`src/fpp_pkg.sv`:
```
// Package for the fuse PROM host controller: pin groups, states and timing
package fpp_pkg;

  // ==========================================================================
  // Geometry
  localparam int ADDR_W     = 8;
  localparam int DATA_W     = 4;
  localparam int WORDS      = 256;
  localparam int MAX_TRIES  = 8;

  // ==========================================================================
  // Timing, figures in their own unit and cycle counts at 100 MHz
  localparam int CLK_PERIOD_PS   = 10000;
  localparam int T_ADDR_ACC_NS   = 20;
  localparam int T_SEL_ACC_PS    = 8000;
  localparam int T_SETUP_NS      = 20;
  localparam int T_SEL_PULSE_US  = 100;
  localparam int T_SUPPLY_RISE_US = 2;
  localparam int T_LEVEL_SETTLE_US = 1;
  localparam int ADDR_ACC_CYC   = (T_ADDR_ACC_NS * 1000 + CLK_PERIOD_PS - 1) / CLK_PERIOD_PS;
  localparam int SEL_ACC_CYC    = (T_SEL_ACC_PS + CLK_PERIOD_PS - 1) / CLK_PERIOD_PS;
  localparam int SETUP_CYC      = (T_SETUP_NS * 1000 + CLK_PERIOD_PS - 1) / CLK_PERIOD_PS;
  localparam int SEL_PULSE_CYC  = T_SEL_PULSE_US * 1000000 / CLK_PERIOD_PS;
  localparam int SUPPLY_RISE_CYC = T_SUPPLY_RISE_US * 1000000 / CLK_PERIOD_PS;
  localparam int SETTLE_CYC     = T_LEVEL_SETTLE_US * 1000000 / CLK_PERIOD_PS;
  localparam int CNT_W          = 24;

  // ==========================================================================
  // Pin groups toward the device
  typedef struct packed {
    logic [ADDR_W-1:0] word_address;
    logic              addr_prog_level;
    logic              device_select_n;
    logic              program_supply;
    logic [DATA_W-1:0] output_program_level;
    logic              select_pulse;
  } fpp_pins_t;

  typedef struct packed {
    logic              ok;
    logic              fail;
    logic [3:0]        tries;
    logic [DATA_W-1:0] data;
  } fpp_result_t;

  typedef enum logic [3:0] {
    ST_IDLE    = 4'h0,
    ST_RD_ADDR = 4'h1,
    ST_RD_SEL  = 4'h2,
    ST_P_ADDR  = 4'h3,
    ST_P_SUP   = 4'h4,
    ST_P_OUT   = 4'h5,
    ST_P_PULSE = 4'h6,
    ST_V_UNSEL = 4'h7,
    ST_V_UNOUT = 4'h8,
    ST_V_UNSUP = 4'h9,
    ST_V_READ  = 4'ha,
    ST_DONE    = 4'hb
  } fpp_state_t;

endpackage : fpp_pkg

```
`src/fpp_host.sv`:
```
// Host controller that reads and field-programs a 256 x 4 fuse PROM
// Notes on behaviour
// - Set address first, then raise program_supply, then output level.
// - Only one output bit is driven for programming at a time.
// - After output level, pulse select current for 100 us.
// - Address stable at least 20 ns before program_supply rises.
// - Verify: drop select current, output level, supply; keep address.
// - During verify, drive select low to enable the device.
// - Low output is success; retry failed bit up to eight attempts.
// - Each further bit repeats the whole program sequence.
// - Deselected devices drive low, so outputs can be wired for 512 words.
`timescale 1ns/1ps
`default_nettype none
module fpp_host
  import fpp_pkg::*;
#(
  parameter int SEL_PULSE_CYCLES   = SEL_PULSE_CYC,
  parameter int SUPPLY_RISE_CYCLES = SUPPLY_RISE_CYC,
  parameter int SETTLE_CYCLES      = SETTLE_CYC
) (
  input  wire logic              sys_clk_in,
  input  wire logic              rst_in,
  input  wire logic              ce_in,
  input  wire logic              rd_req_in,
  input  wire logic              prog_req_in,
  input  wire logic [ADDR_W-1:0] addr_in,
  input  wire logic [1:0]        bit_in,
  input  wire logic [DATA_W-1:0] bit_outputs_in,
  output var  logic              busy_out,
  output var  fpp_result_t       result_out,
  output var  logic              done_out,
  output var  fpp_pins_t         pins_out
);

  // ==========================================================================
  // Parameter checks
  if (SEL_PULSE_CYCLES < 1 || SEL_PULSE_CYCLES >= (1 << CNT_W) ||
      SUPPLY_RISE_CYCLES < 1 || SUPPLY_RISE_CYCLES >= (1 << CNT_W) ||
      SETTLE_CYCLES < 1 || SETTLE_CYCLES >= (1 << CNT_W)) begin : g_bad
    $error("fpp_host: cycle counts out of range");
  end

  function automatic logic [DATA_W-1:0] onehot(input logic [1:0] b);
    onehot = DATA_W'(1) << b;
  endfunction : onehot

  // ==========================================================================
  // Pin input synchroniser
  logic [DATA_W-1:0] data_s;
  fpp_sync #(.W(DATA_W)) u_sync (
    .sys_clk_in (sys_clk_in),
    .rst_in     (rst_in),
    .ce_in      (ce_in),
    .d_in       (bit_outputs_in),
    .q_out      (data_s)
  );

  // ==========================================================================
  // State
  fpp_state_t        state_q, state_d;
  logic [CNT_W-1:0]  cnt_q, cnt_d;
  logic [1:0]        bit_q;
  logic [3:0]        tries_q;
  fpp_pins_t         pins_d;
  logic              cnt_zero;
  logic              bit_ok;
  logic              may_retry;
  logic              rd_end;
  logic              pulse_end;
  logic              vfy_end;

  // Extra cycles cover the synchroniser on top of the access time
  localparam int               SYNC_CYC     = 2;
  localparam logic [CNT_W-1:0] RD_ADDR_LOAD = CNT_W'(ADDR_ACC_CYC);
  localparam logic [CNT_W-1:0] RD_SEL_LOAD  = CNT_W'(SEL_ACC_CYC + ADDR_ACC_CYC + SYNC_CYC);
  localparam logic [CNT_W-1:0] SETUP_LOAD   = CNT_W'(SETUP_CYC);
  localparam logic [CNT_W-1:0] RISE_LOAD    = CNT_W'(SUPPLY_RISE_CYCLES);
  localparam logic [CNT_W-1:0] PULSE_LOAD   = CNT_W'(SEL_PULSE_CYCLES);
  localparam logic [CNT_W-1:0] SETTLE_LOAD  = CNT_W'(SETTLE_CYCLES);

  assign cnt_zero  = (cnt_q == '0);
  assign bit_ok    = ~data_s[bit_q];
  assign may_retry = (tries_q < 4'(MAX_TRIES));
  // Ends of the timed steps that move the attempt count and the result
  assign rd_end    = (state_q == ST_RD_SEL) && cnt_zero;
  assign pulse_end = (state_q == ST_P_PULSE) && cnt_zero;
  // A passing bit, or a last failed attempt, closes the verify
  assign vfy_end   = (state_q == ST_V_READ) && cnt_zero && (bit_ok || !may_retry);

  // ==========================================================================
  // Sequencer
  always_comb begin
    state_d = state_q;
    cnt_d   = cnt_zero ? cnt_q : cnt_q - CNT_W'(1);
    pins_d  = pins_out;
    case (state_q)
      ST_IDLE: begin
        // Address follows the input while idle, so it is settled before any step
        pins_d.word_address = addr_in;
        if (rd_req_in) begin
          // Deselect low outputs, so no reading while deselected
          pins_d.device_select_n = 1'b1;
          cnt_d   = RD_ADDR_LOAD;
          state_d = ST_RD_ADDR;
        end else if (prog_req_in) begin
          pins_d.addr_prog_level = 1'b1;
          pins_d.device_select_n = 1'b1;
          cnt_d   = SETUP_LOAD;
          state_d = ST_P_ADDR;
        end
      end
      ST_RD_ADDR: if (cnt_zero) begin
        // Select after stable address, wait access
        pins_d.device_select_n = 1'b0;
        cnt_d   = RD_SEL_LOAD;
        state_d = ST_RD_SEL;
      end
      ST_RD_SEL: if (cnt_zero) state_d = ST_DONE;
      ST_P_ADDR: if (cnt_zero) begin
        pins_d.program_supply = 1'b1;
        cnt_d   = RISE_LOAD;
        state_d = ST_P_SUP;
      end
      ST_P_SUP: if (cnt_zero) begin
        pins_d.output_program_level = onehot(bit_q);
        cnt_d   = SETTLE_LOAD;
        state_d = ST_P_OUT;
      end
      ST_P_OUT: if (cnt_zero) begin
        pins_d.select_pulse = 1'b1;
        cnt_d   = PULSE_LOAD;
        state_d = ST_P_PULSE;
      end
      ST_P_PULSE: if (cnt_zero) begin
        pins_d.select_pulse = 1'b0;
        cnt_d   = SETTLE_LOAD;
        state_d = ST_V_UNSEL;
      end
      ST_V_UNSEL: if (cnt_zero) begin
        pins_d.output_program_level = '0;
        cnt_d   = SETTLE_LOAD;
        state_d = ST_V_UNOUT;
      end
      ST_V_UNOUT: if (cnt_zero) begin
        pins_d.program_supply = 1'b0;
        cnt_d   = RISE_LOAD;
        state_d = ST_V_UNSUP;
      end
      ST_V_UNSUP: if (cnt_zero) begin
        // Both pulses over; enable for verify
        pins_d.addr_prog_level = 1'b0;
        pins_d.device_select_n = 1'b0;
        cnt_d   = RD_SEL_LOAD;
        state_d = ST_V_READ;
      end
      ST_V_READ: if (cnt_zero) begin
        // Retry on fail; full sequence again
        if (!bit_ok && may_retry) begin
          pins_d.addr_prog_level = 1'b1;
          pins_d.device_select_n = 1'b1;
          cnt_d   = SETUP_LOAD;
          state_d = ST_P_ADDR;
        end else begin
          state_d = ST_DONE;
        end
      end
      ST_DONE: begin
        // Park deselected so wired outputs stay low
        pins_d.device_select_n = 1'b1;
        state_d = ST_IDLE;
      end
      default: state_d = ST_IDLE;
    endcase
  end

  // ==========================================================================
  // Registers
  always_ff @(posedge sys_clk_in or posedge rst_in) begin
    if (rst_in) begin
      state_q    <= ST_IDLE;
      cnt_q      <= '0;
      bit_q      <= '0;
      tries_q    <= '0;
      pins_out   <= '{default: '0, device_select_n: 1'b1};
      busy_out   <= 1'b0;
      done_out   <= 1'b0;
      result_out <= '0;
    end else if (ce_in) begin
      state_q  <= state_d;
      cnt_q    <= cnt_d;
      pins_out <= pins_d;
      busy_out <= (state_d != ST_IDLE);
      done_out <= (state_q == ST_DONE);
      if (state_q == ST_IDLE) begin
        bit_q   <= bit_in;
        tries_q <= '0;
      end
      if (pulse_end) tries_q <= tries_q + 4'(1);
      if (rd_end) begin
        result_out <= '{ok: 1'b1, fail: 1'b0, tries: 4'(0), data: data_s};
      end
      if (vfy_end) begin
        result_out <= '{ok: bit_ok, fail: ~bit_ok, tries: tries_q, data: data_s};
      end
    end
  end

endmodule : fpp_host
`default_nettype wire

```
`src/fpp_sync.sv`:
```
// Two-flop synchroniser for the device's bit outputs
`timescale 1ns/1ps
`default_nettype none
module fpp_sync #(
  parameter int W = 4
) (
  input  wire logic         sys_clk_in,
  input  wire logic         rst_in,
  input  wire logic         ce_in,
  input  wire logic [W-1:0] d_in,
  output var  logic [W-1:0] q_out
);
  logic [W-1:0] meta_q;

  always_ff @(posedge sys_clk_in or posedge rst_in) begin
    if (rst_in) begin
      meta_q <= '0;
      q_out  <= '0;
    end else if (ce_in) begin
      meta_q <= d_in;
      q_out  <= meta_q;
    end
  end
endmodule : fpp_sync
`default_nettype wire

```
`config.mk`:
```
export PLATFORM = sky130hd
export DESIGN_NAME = fpp_host
export DESIGN_NICKNAME = d
export VERILOG_FILES = /design/src/fpp_pkg.sv /design/src/fpp_host.sv /design/src/fpp_sync.sv
export SDC_FILE = /design/constraint.sdc
export NUM_CORES = 1
export LEC_CHECK = 0
export ABC_CLOCK_PERIOD_IN_PS = 6100
export BUFFER_PORTS_ARGS = -buffer_cell sky130_fd_sc_hd__buf_2
export CORE_MARGIN = 5
export CORE_UTILIZATION = 35
export CTS_CLUSTER_DIAMETER = 200
export DETAILED_ROUTE_END_ITERATION = 12
export PLACE_DENSITY = 0.64
export SLEW_MARGIN = 5
export SYNTH_ARGS = -nofsm -noshare
export SYNTH_HDL_FRONTEND = slang
export SYNTH_SLANG_ARGS = --single-unit
export TNS_END_PERCENT = 20
```
`constraint.sdc`:
```
create_clock -name sys_clk_in -period 6.1 [get_ports sys_clk_in]
set_input_delay 0.305 -clock sys_clk_in [delete_from_list [all_inputs] [get_ports sys_clk_in]]
set_output_delay 0.305 -clock sys_clk_in [all_outputs]
set_load 0.01 [all_outputs]
```
# Word-level counts from Yosys, hierarchy flattened
# Index checks and enable logic that the tools add are counted.
dict set report word_totals {
  out_inout_bits 28
  register_bits 70
  word_cells 121
}
dict set report classes {
  bitwise 1
  n_shift 1
  magnitude_cmp 2
  n_eq_ne 24
  mux 45
  n_addsub 2
  n_reduce_logical 28
}
# operator count
set op_table {}
lappend op_table {{$mux W24} 9}
lappend op_table {{$pmux W24 S6} 1}
lappend op_table {{$mux W4} 17}
lappend op_table {{$pmux W4 S11} 1}
lappend op_table {{$logic_not A24 Y1} 1}
lappend op_table {{$sub A24 B1 Y24 const B} 1}
lappend op_table {{$ne A2 B2 Y1 const B} 11}
lappend op_table {{$mux W10} 2}
lappend op_table {{$eq A4 B3 Y1 const B} 4}
lappend op_table {{$eq A4 B4 Y1 const B} 4}
lappend op_table {{$reduce_and A7 Y1} 2}
lappend op_table {{$reduce_and A4 Y1} 3}
lappend op_table {{$reduce_bool A2 Y1} 5}
lappend op_table {{$eq A4 B2 Y1 const B} 2}
lappend op_table {{$mux W2} 4}
lappend op_table {{$pmux W4 S2} 1}
lappend op_table {{$reduce_and A2 Y1} 3}
lappend op_table {{$logic_and A1 B1 Y1} 5}
lappend op_table {{$mux W1} 5}
lappend op_table {{$pmux W1 S5} 1}
lappend op_table {{$reduce_bool A5 Y1} 1}
lappend op_table {{$add A4 B1 Y4 const B} 1}
lappend op_table {{$eq A4 B1 Y1 const B} 1}
lappend op_table {{$logic_not A4 Y1} 1}
lappend op_table {{15 further kinds} 17}

# Longest topological paths before layout
dict set report depth {
  ltp_word 7
  depth_mapped 11
  mapped_depth_nobuf 9
}

# Cells and area by module
# Synthesis repeated with hierarchy kept, for this count alone.
dict set report hier_totals {
  hier_cells 396
  area_unflattened_um2 3902.5
}
# module cells_each instances area_each_um2
set modules_own_cells {}
lappend modules_own_cells {fpp_host 378 1 3567.2}
lappend modules_own_cells {fpp_sync 18 1 335.3}

# Worst setup path after synthesis
# OpenSTA, ideal clock, no wires.
dict set report synth_timing {
  path_kind {flip-flop to flip-flop}
  startpoint {register cnt_q[0]}
  endpoint {register pins_out[1] (netlist name)}
  required_ns 6.036
  path_buffers 2
  path_slack_ns 3.834
  stages_incl_launch_ff 11
  arrival_time_ns 2.203
  cell_sequence {dfrtp_1 > inv_1 > ha_1 > nor2b_1 > and4_1 > buf_2 > nand4_4 > or4_1 > buf_2 > nor3b_2 > a21o_1}
}
dict set report synth_via {
  elab_chain_cells 3
  elab_cells_between_ends 4
  classes_between {eq/ne (2); reduce/logical (2)}
}
# element line
set synth_rtl {}
lappend synth_rtl {{start, declared} fpp_host.sv:61} ;# logic [CNT_W-1:0] cnt_q, cnt_d;
lappend synth_rtl {{start signal, assigned} fpp_host.sv:190} ;# cnt_q <= cnt_d;
lappend synth_rtl {{$logic_not A24 Y1 (*)} fpp_host.sv:81} ;# assign cnt_zero = (cnt_q == '0);
lappend synth_rtl {{$ne A2 B2 Y1 (no line)} --}
lappend synth_rtl {{$reduce_and A4 Y1 (no line) (*)} --}
lappend synth_rtl {{end signal, assigned} fpp_host.sv:191} ;# pins_out <= pins_d;
lappend synth_rtl {{end, declared} fpp_host.sv:32} ;# output var fpp_pins_t pins_out
# Every way passes the cells marked *; elsewhere a longest branch is shown, timed or not.
# A chain may end at the register's enable or synchronous reset.

# Final worst setup path
dict set report layout_timing {
  startpoint {register cnt_q[0]}
  endpoint {register result_out[9] (netlist name)}
}
dict set report layout_via {
  elab_chain_cells 5
  elab_cells_between_ends 7
  classes_between {mux (1); reduce/logical (6)}
}
# element line
set layout_rtl {}
lappend layout_rtl {{$logic_not A24 Y1 (*)} fpp_host.sv:81}
lappend layout_rtl {{$logic_and A1 B1 Y1 (2 in series)} fpp_host.sv:88} ;# assign vfy_end = (state_q == ST_V_READ) && cnt_zero && (bit_ok || !may_retry);
lappend layout_rtl {{$reduce_bool A2 Y1 (no line)} --}
lappend layout_rtl {{$reduce_and A2 Y1 (no line)} --}
lappend layout_rtl {{end signal, assigned} fpp_host.sv:200} ;# result_out <= '{ok: 1'b1, fail: 1'b0, tries: 4'(0), data: data_s};
lappend layout_rtl {{end signal, assigned} fpp_host.sv:203} ;# result_out <= '{ok: bit_ok, fail: ~bit_ok, tries: tries_q, data: data_s};
lappend layout_rtl {{end, declared} fpp_host.sv:30} ;# output var fpp_result_t result_out,
# Marked as above.

==> flow_metrics.py <==
metrics = {
    "status": {
        "status": "completed",
    },
    "floorplanning": {
        "io_pins": 47,
        "num_rows": 39,
        "coreArea_um2": 11400,
        "fp.dieH_um": 117,
        "start_util_pct": 35.4,
        "die_area_um2": 13700,
        "die_w_um": 117,
    },
    "route": {
        "viasPerCell": 5.59,
        "drt_pass1_iterations": 5,
        "totalWireLength_mm": 10.2,
        "via_count": 3433,
        "wl_per_cell_um": 16.6,
        "dr.first_iter.drc_count": 311,
        "final_antenna_net_count": 0,
        "drc": 0,
    },
    "pwr": {
        "p_per_area_nw_per_um2": 519,
        "p_leak_uw": 0.00206,
        "ir_worst_vdd_uv": 240,
        "total_power_uw": 2430,
    },
    "setup_path": {
        "crit_path_end_kind": "flop",
        "crit_type": "flop to flop",
        "cp-start-kind": "flop",
        "required_ns": 6.33,
        "crit_arrival_ns": 3.15,
        "cp_max_fo": 11,
    },
    "sta": {
        "period_share_pct": 47.8,
        "fin_crit_ns": 2.92,
        "hold_viol_final": 0,
        "max_freq_mhz": 343,
        "hold_slack_ns": 0.199,
        "clock-skew-final_ns": 0.00863,
        "tns_ns": 0,
        "rsz0062_at_grt": "no",
        "report.final.slew_viol_count": 0,
        "maxSlewHeadroom_pct": 39.5,
        "worst_slew_pin_slew_ns": 0.907,
        "setup_viol_count_final": 0,
    },
    "clocking": {
        "ctsHoldBuffers": 0,
        "insertion_delay_ns": 0.33,
        "h-tree-depth": 3,
        "cts_setup_buffers": 0,
        "cts_num_sinks": 70,
        "post_cts_resized": 0,
        "cts_tree": "done",
        "root_buffer": "clkbuf_16",
        "clk_path_buf_depth": 2,
        "cts_buffers": 9,
        "clkSlewWorstSetupHoldPaths_ns": 0.06,
    },
    "global_route": {
        "overflow": 0,
        "grt_pass1_wl_mm": 17.4,
        "antenna_found_initial": 0,
        "grt_usage_pct": 15.8,
        "grt_max_degree": 71,
        "grt_pass1_vias": 3492,
    },
    "logic_synthesis": {
        "ys_seq_area_share_pct": 43.5,
        "syn_inst": 431,
        "netlist_area_um2": 4030,
        "synth_top_cell_by_area": "dfrtp_1",
        "synth_edf_count": 0,
        "ys_types": 65,
        "postSynthAreaPerCell_um2": 9.34,
        "ys.flop_type": "dfrtp_1",
        "synth_area_leaders": "dfrtp_1 (43%), mux2_2 (6.7%), o21ai_0 (3.5%), nor2_1 (3.5%), nand2_1 (2.8%)",
        "synth_top_area_share_pct": 42.9,
        "yosys_warnings": 0,
        "async_reset_ff_share_pct": 100,
        "syn_nets": 455,
        "ys_seq_elements": 70,
    },
    "finish": {
        "fill_cells": 1109,
        "layout-drive-gt1-share_pct": 23.8,
        "num_antenna_cells": 0,
        "areaGrowthSynthToFinish_pct": 16.3,
        "nets": 490,
    },
    "hold_path": {
        "min-delay-path-class": "input pin to flop",
    },
    "place": {
        "dpl.hpwl_mm": 7.25,
        "place_congestion": 0.866,
        "io_buffers": 46,
    },
    "flow_run": {
        "drv_cap": 0,
    },
}
## stage by stage
| step | setup WS [ns] | utilization [%] | cell area, µm² | std cells |
|---|---|---|---|---|
| after CTS | 3.21 | 41.2 | 4680 | 614 |
| after floorplan | 3.83 | - | 4030 | 431 |
| after global routing | 2.98 | 41.2 | 4680 | 614 |
| after detailed placement | 3.21 | 38.3 | 4350 | 598 |
| after global placement | 3.26 | 38.3 | 4350 | 598 |
| final | 3.18 | 41.2 | 4680 | 614 |
## registers in the layout, indices dropped and copies added (netlist names)
name	cells
tries_q	4
bit_q	2
u_sync.q_out	4
done_out	1
busy_out	1
cnt_q	24
pins_out	16
u_sync.meta_q	4
state_q	4
result_out	10
## final cells by class
type / count / area [µm²] / area share, %
repair buffers: 48 / 245 / 5.24
multi-input cells: 319 / 2110 / 45.0
well taps: 143 / 179 / 3.82
flip-flops and latches: 70 / 1750 / 37.4
clock buffers: 9 / 225 / 4.81
clock inverters: 7 / 105 / 2.25
inverters: 18 / 67.6 / 1.44
## final timing paths
| check | depth (start not counted) | endpoint | from | slack [ns] |
|---|---|---|---|---|
| hold / removal | 2 | bit_q[1] | bit_in[1] | 0.20 |
| hold reg to reg | 1 | pins_out[2] | pins_out[2] | 0.47 |
| max in group asynchronous | 3 | state_q[1] | rst_in | 5.28 |
| setup / recovery | 8 | result_out[9] | cnt_q[0] | 3.18 |
| setup reg to reg | 8 | result_out[9] | cnt_q[0] | 3.18 |
| min in group asynchronous | 3 | bit_q[1] | rst_in | 0.24 |
## cells in the mapped netlist, types with 4 or more instances
cell	number
inv_1	17
and3_1	4
a21o_1	4
or4_1	4
nand2_1	30
a31oi_1	7
o31ai_1	6
nor2_1	37
o21a_1	5
nand3_1	14
nor3_1	14
nor4_1	8
or3_1	10
nor2b_1	4
nand4_1	4
a21oi_1	20
dfrtp_1	69
a211oi_1	6
nand2b_1	7
clkbuf_1	13
mux2_2	24
o22ai_1	6
xor2_1	4
ha_1	5
and2_1	5
or2_2	7
o21ai_0	28
buf_2	7
xnor2_1	8
buf_1	4
## where the power goes
part	switching (µW)	internal, µW	total, µW
sequential	214	612	826
clock	219	364	583
combinational	593	428	1020
total	1020	1400	2430
## logic make-up after synthesis
group / synth area share (%)
DFF: 43.6
xor gates and xnor gates: 2.61
buffers and inverters: 4.13
AOI/OAI and AO/OA: 17.7
adders and majority gates: 1.55
muxes: 7.46
and+or+nand+nor: 23.0
## placed cells by master (no fill, tap or decap), types with 5 or more instances in the layout
cell type  Yosys  layout
a211oi_1       6       6
nand2_1       30      30
xnor2_1        8       8
a31oi_1        7       7
o31ai_1        6       6
nand2b_1       7       7
nor2_1        37      37
and2_1         5       5
nor3_1        14      14
or2_2          7       7
o21a_1         5       5
clkbuf_16      0       9
or3_1         10      10
nor4_1         8       8
a21oi_1       20      20
inv_1         17      16
buf_2          7      46
mux2_2        24      24
nand3_1       14      14
ha_1           5       5
o22ai_1        6       6
dfrtp_1       69      69
o21ai_0       28      28
## worst max-delay path, cell delays in order, from the launching register on
cell and delay [ns]:
dfrtp_1 0.45, inv_1 0.19, ha_1 0.17, nor2b_1 0.19, and4_1 0.46, nand4_4 0.23
nor2_1 0.68, nand4_1 0.27, o21a_1 0.18
## metal layers
metal / GRT usage (%) / up-vias / wire length (µm) / share of wire, %
li1: - / 1651 / - / -
met1: 21.0 / 1651 / 4580 / 45
met2: 25.4 / 114 / 4920 / 48
met3: 3.50 / 17 / 512 / 5.0
met4: 5.96 / 0 / 199 / 1.9
met5: 0 / - / 0 / 0
Power figures use the tool's default switching activity.
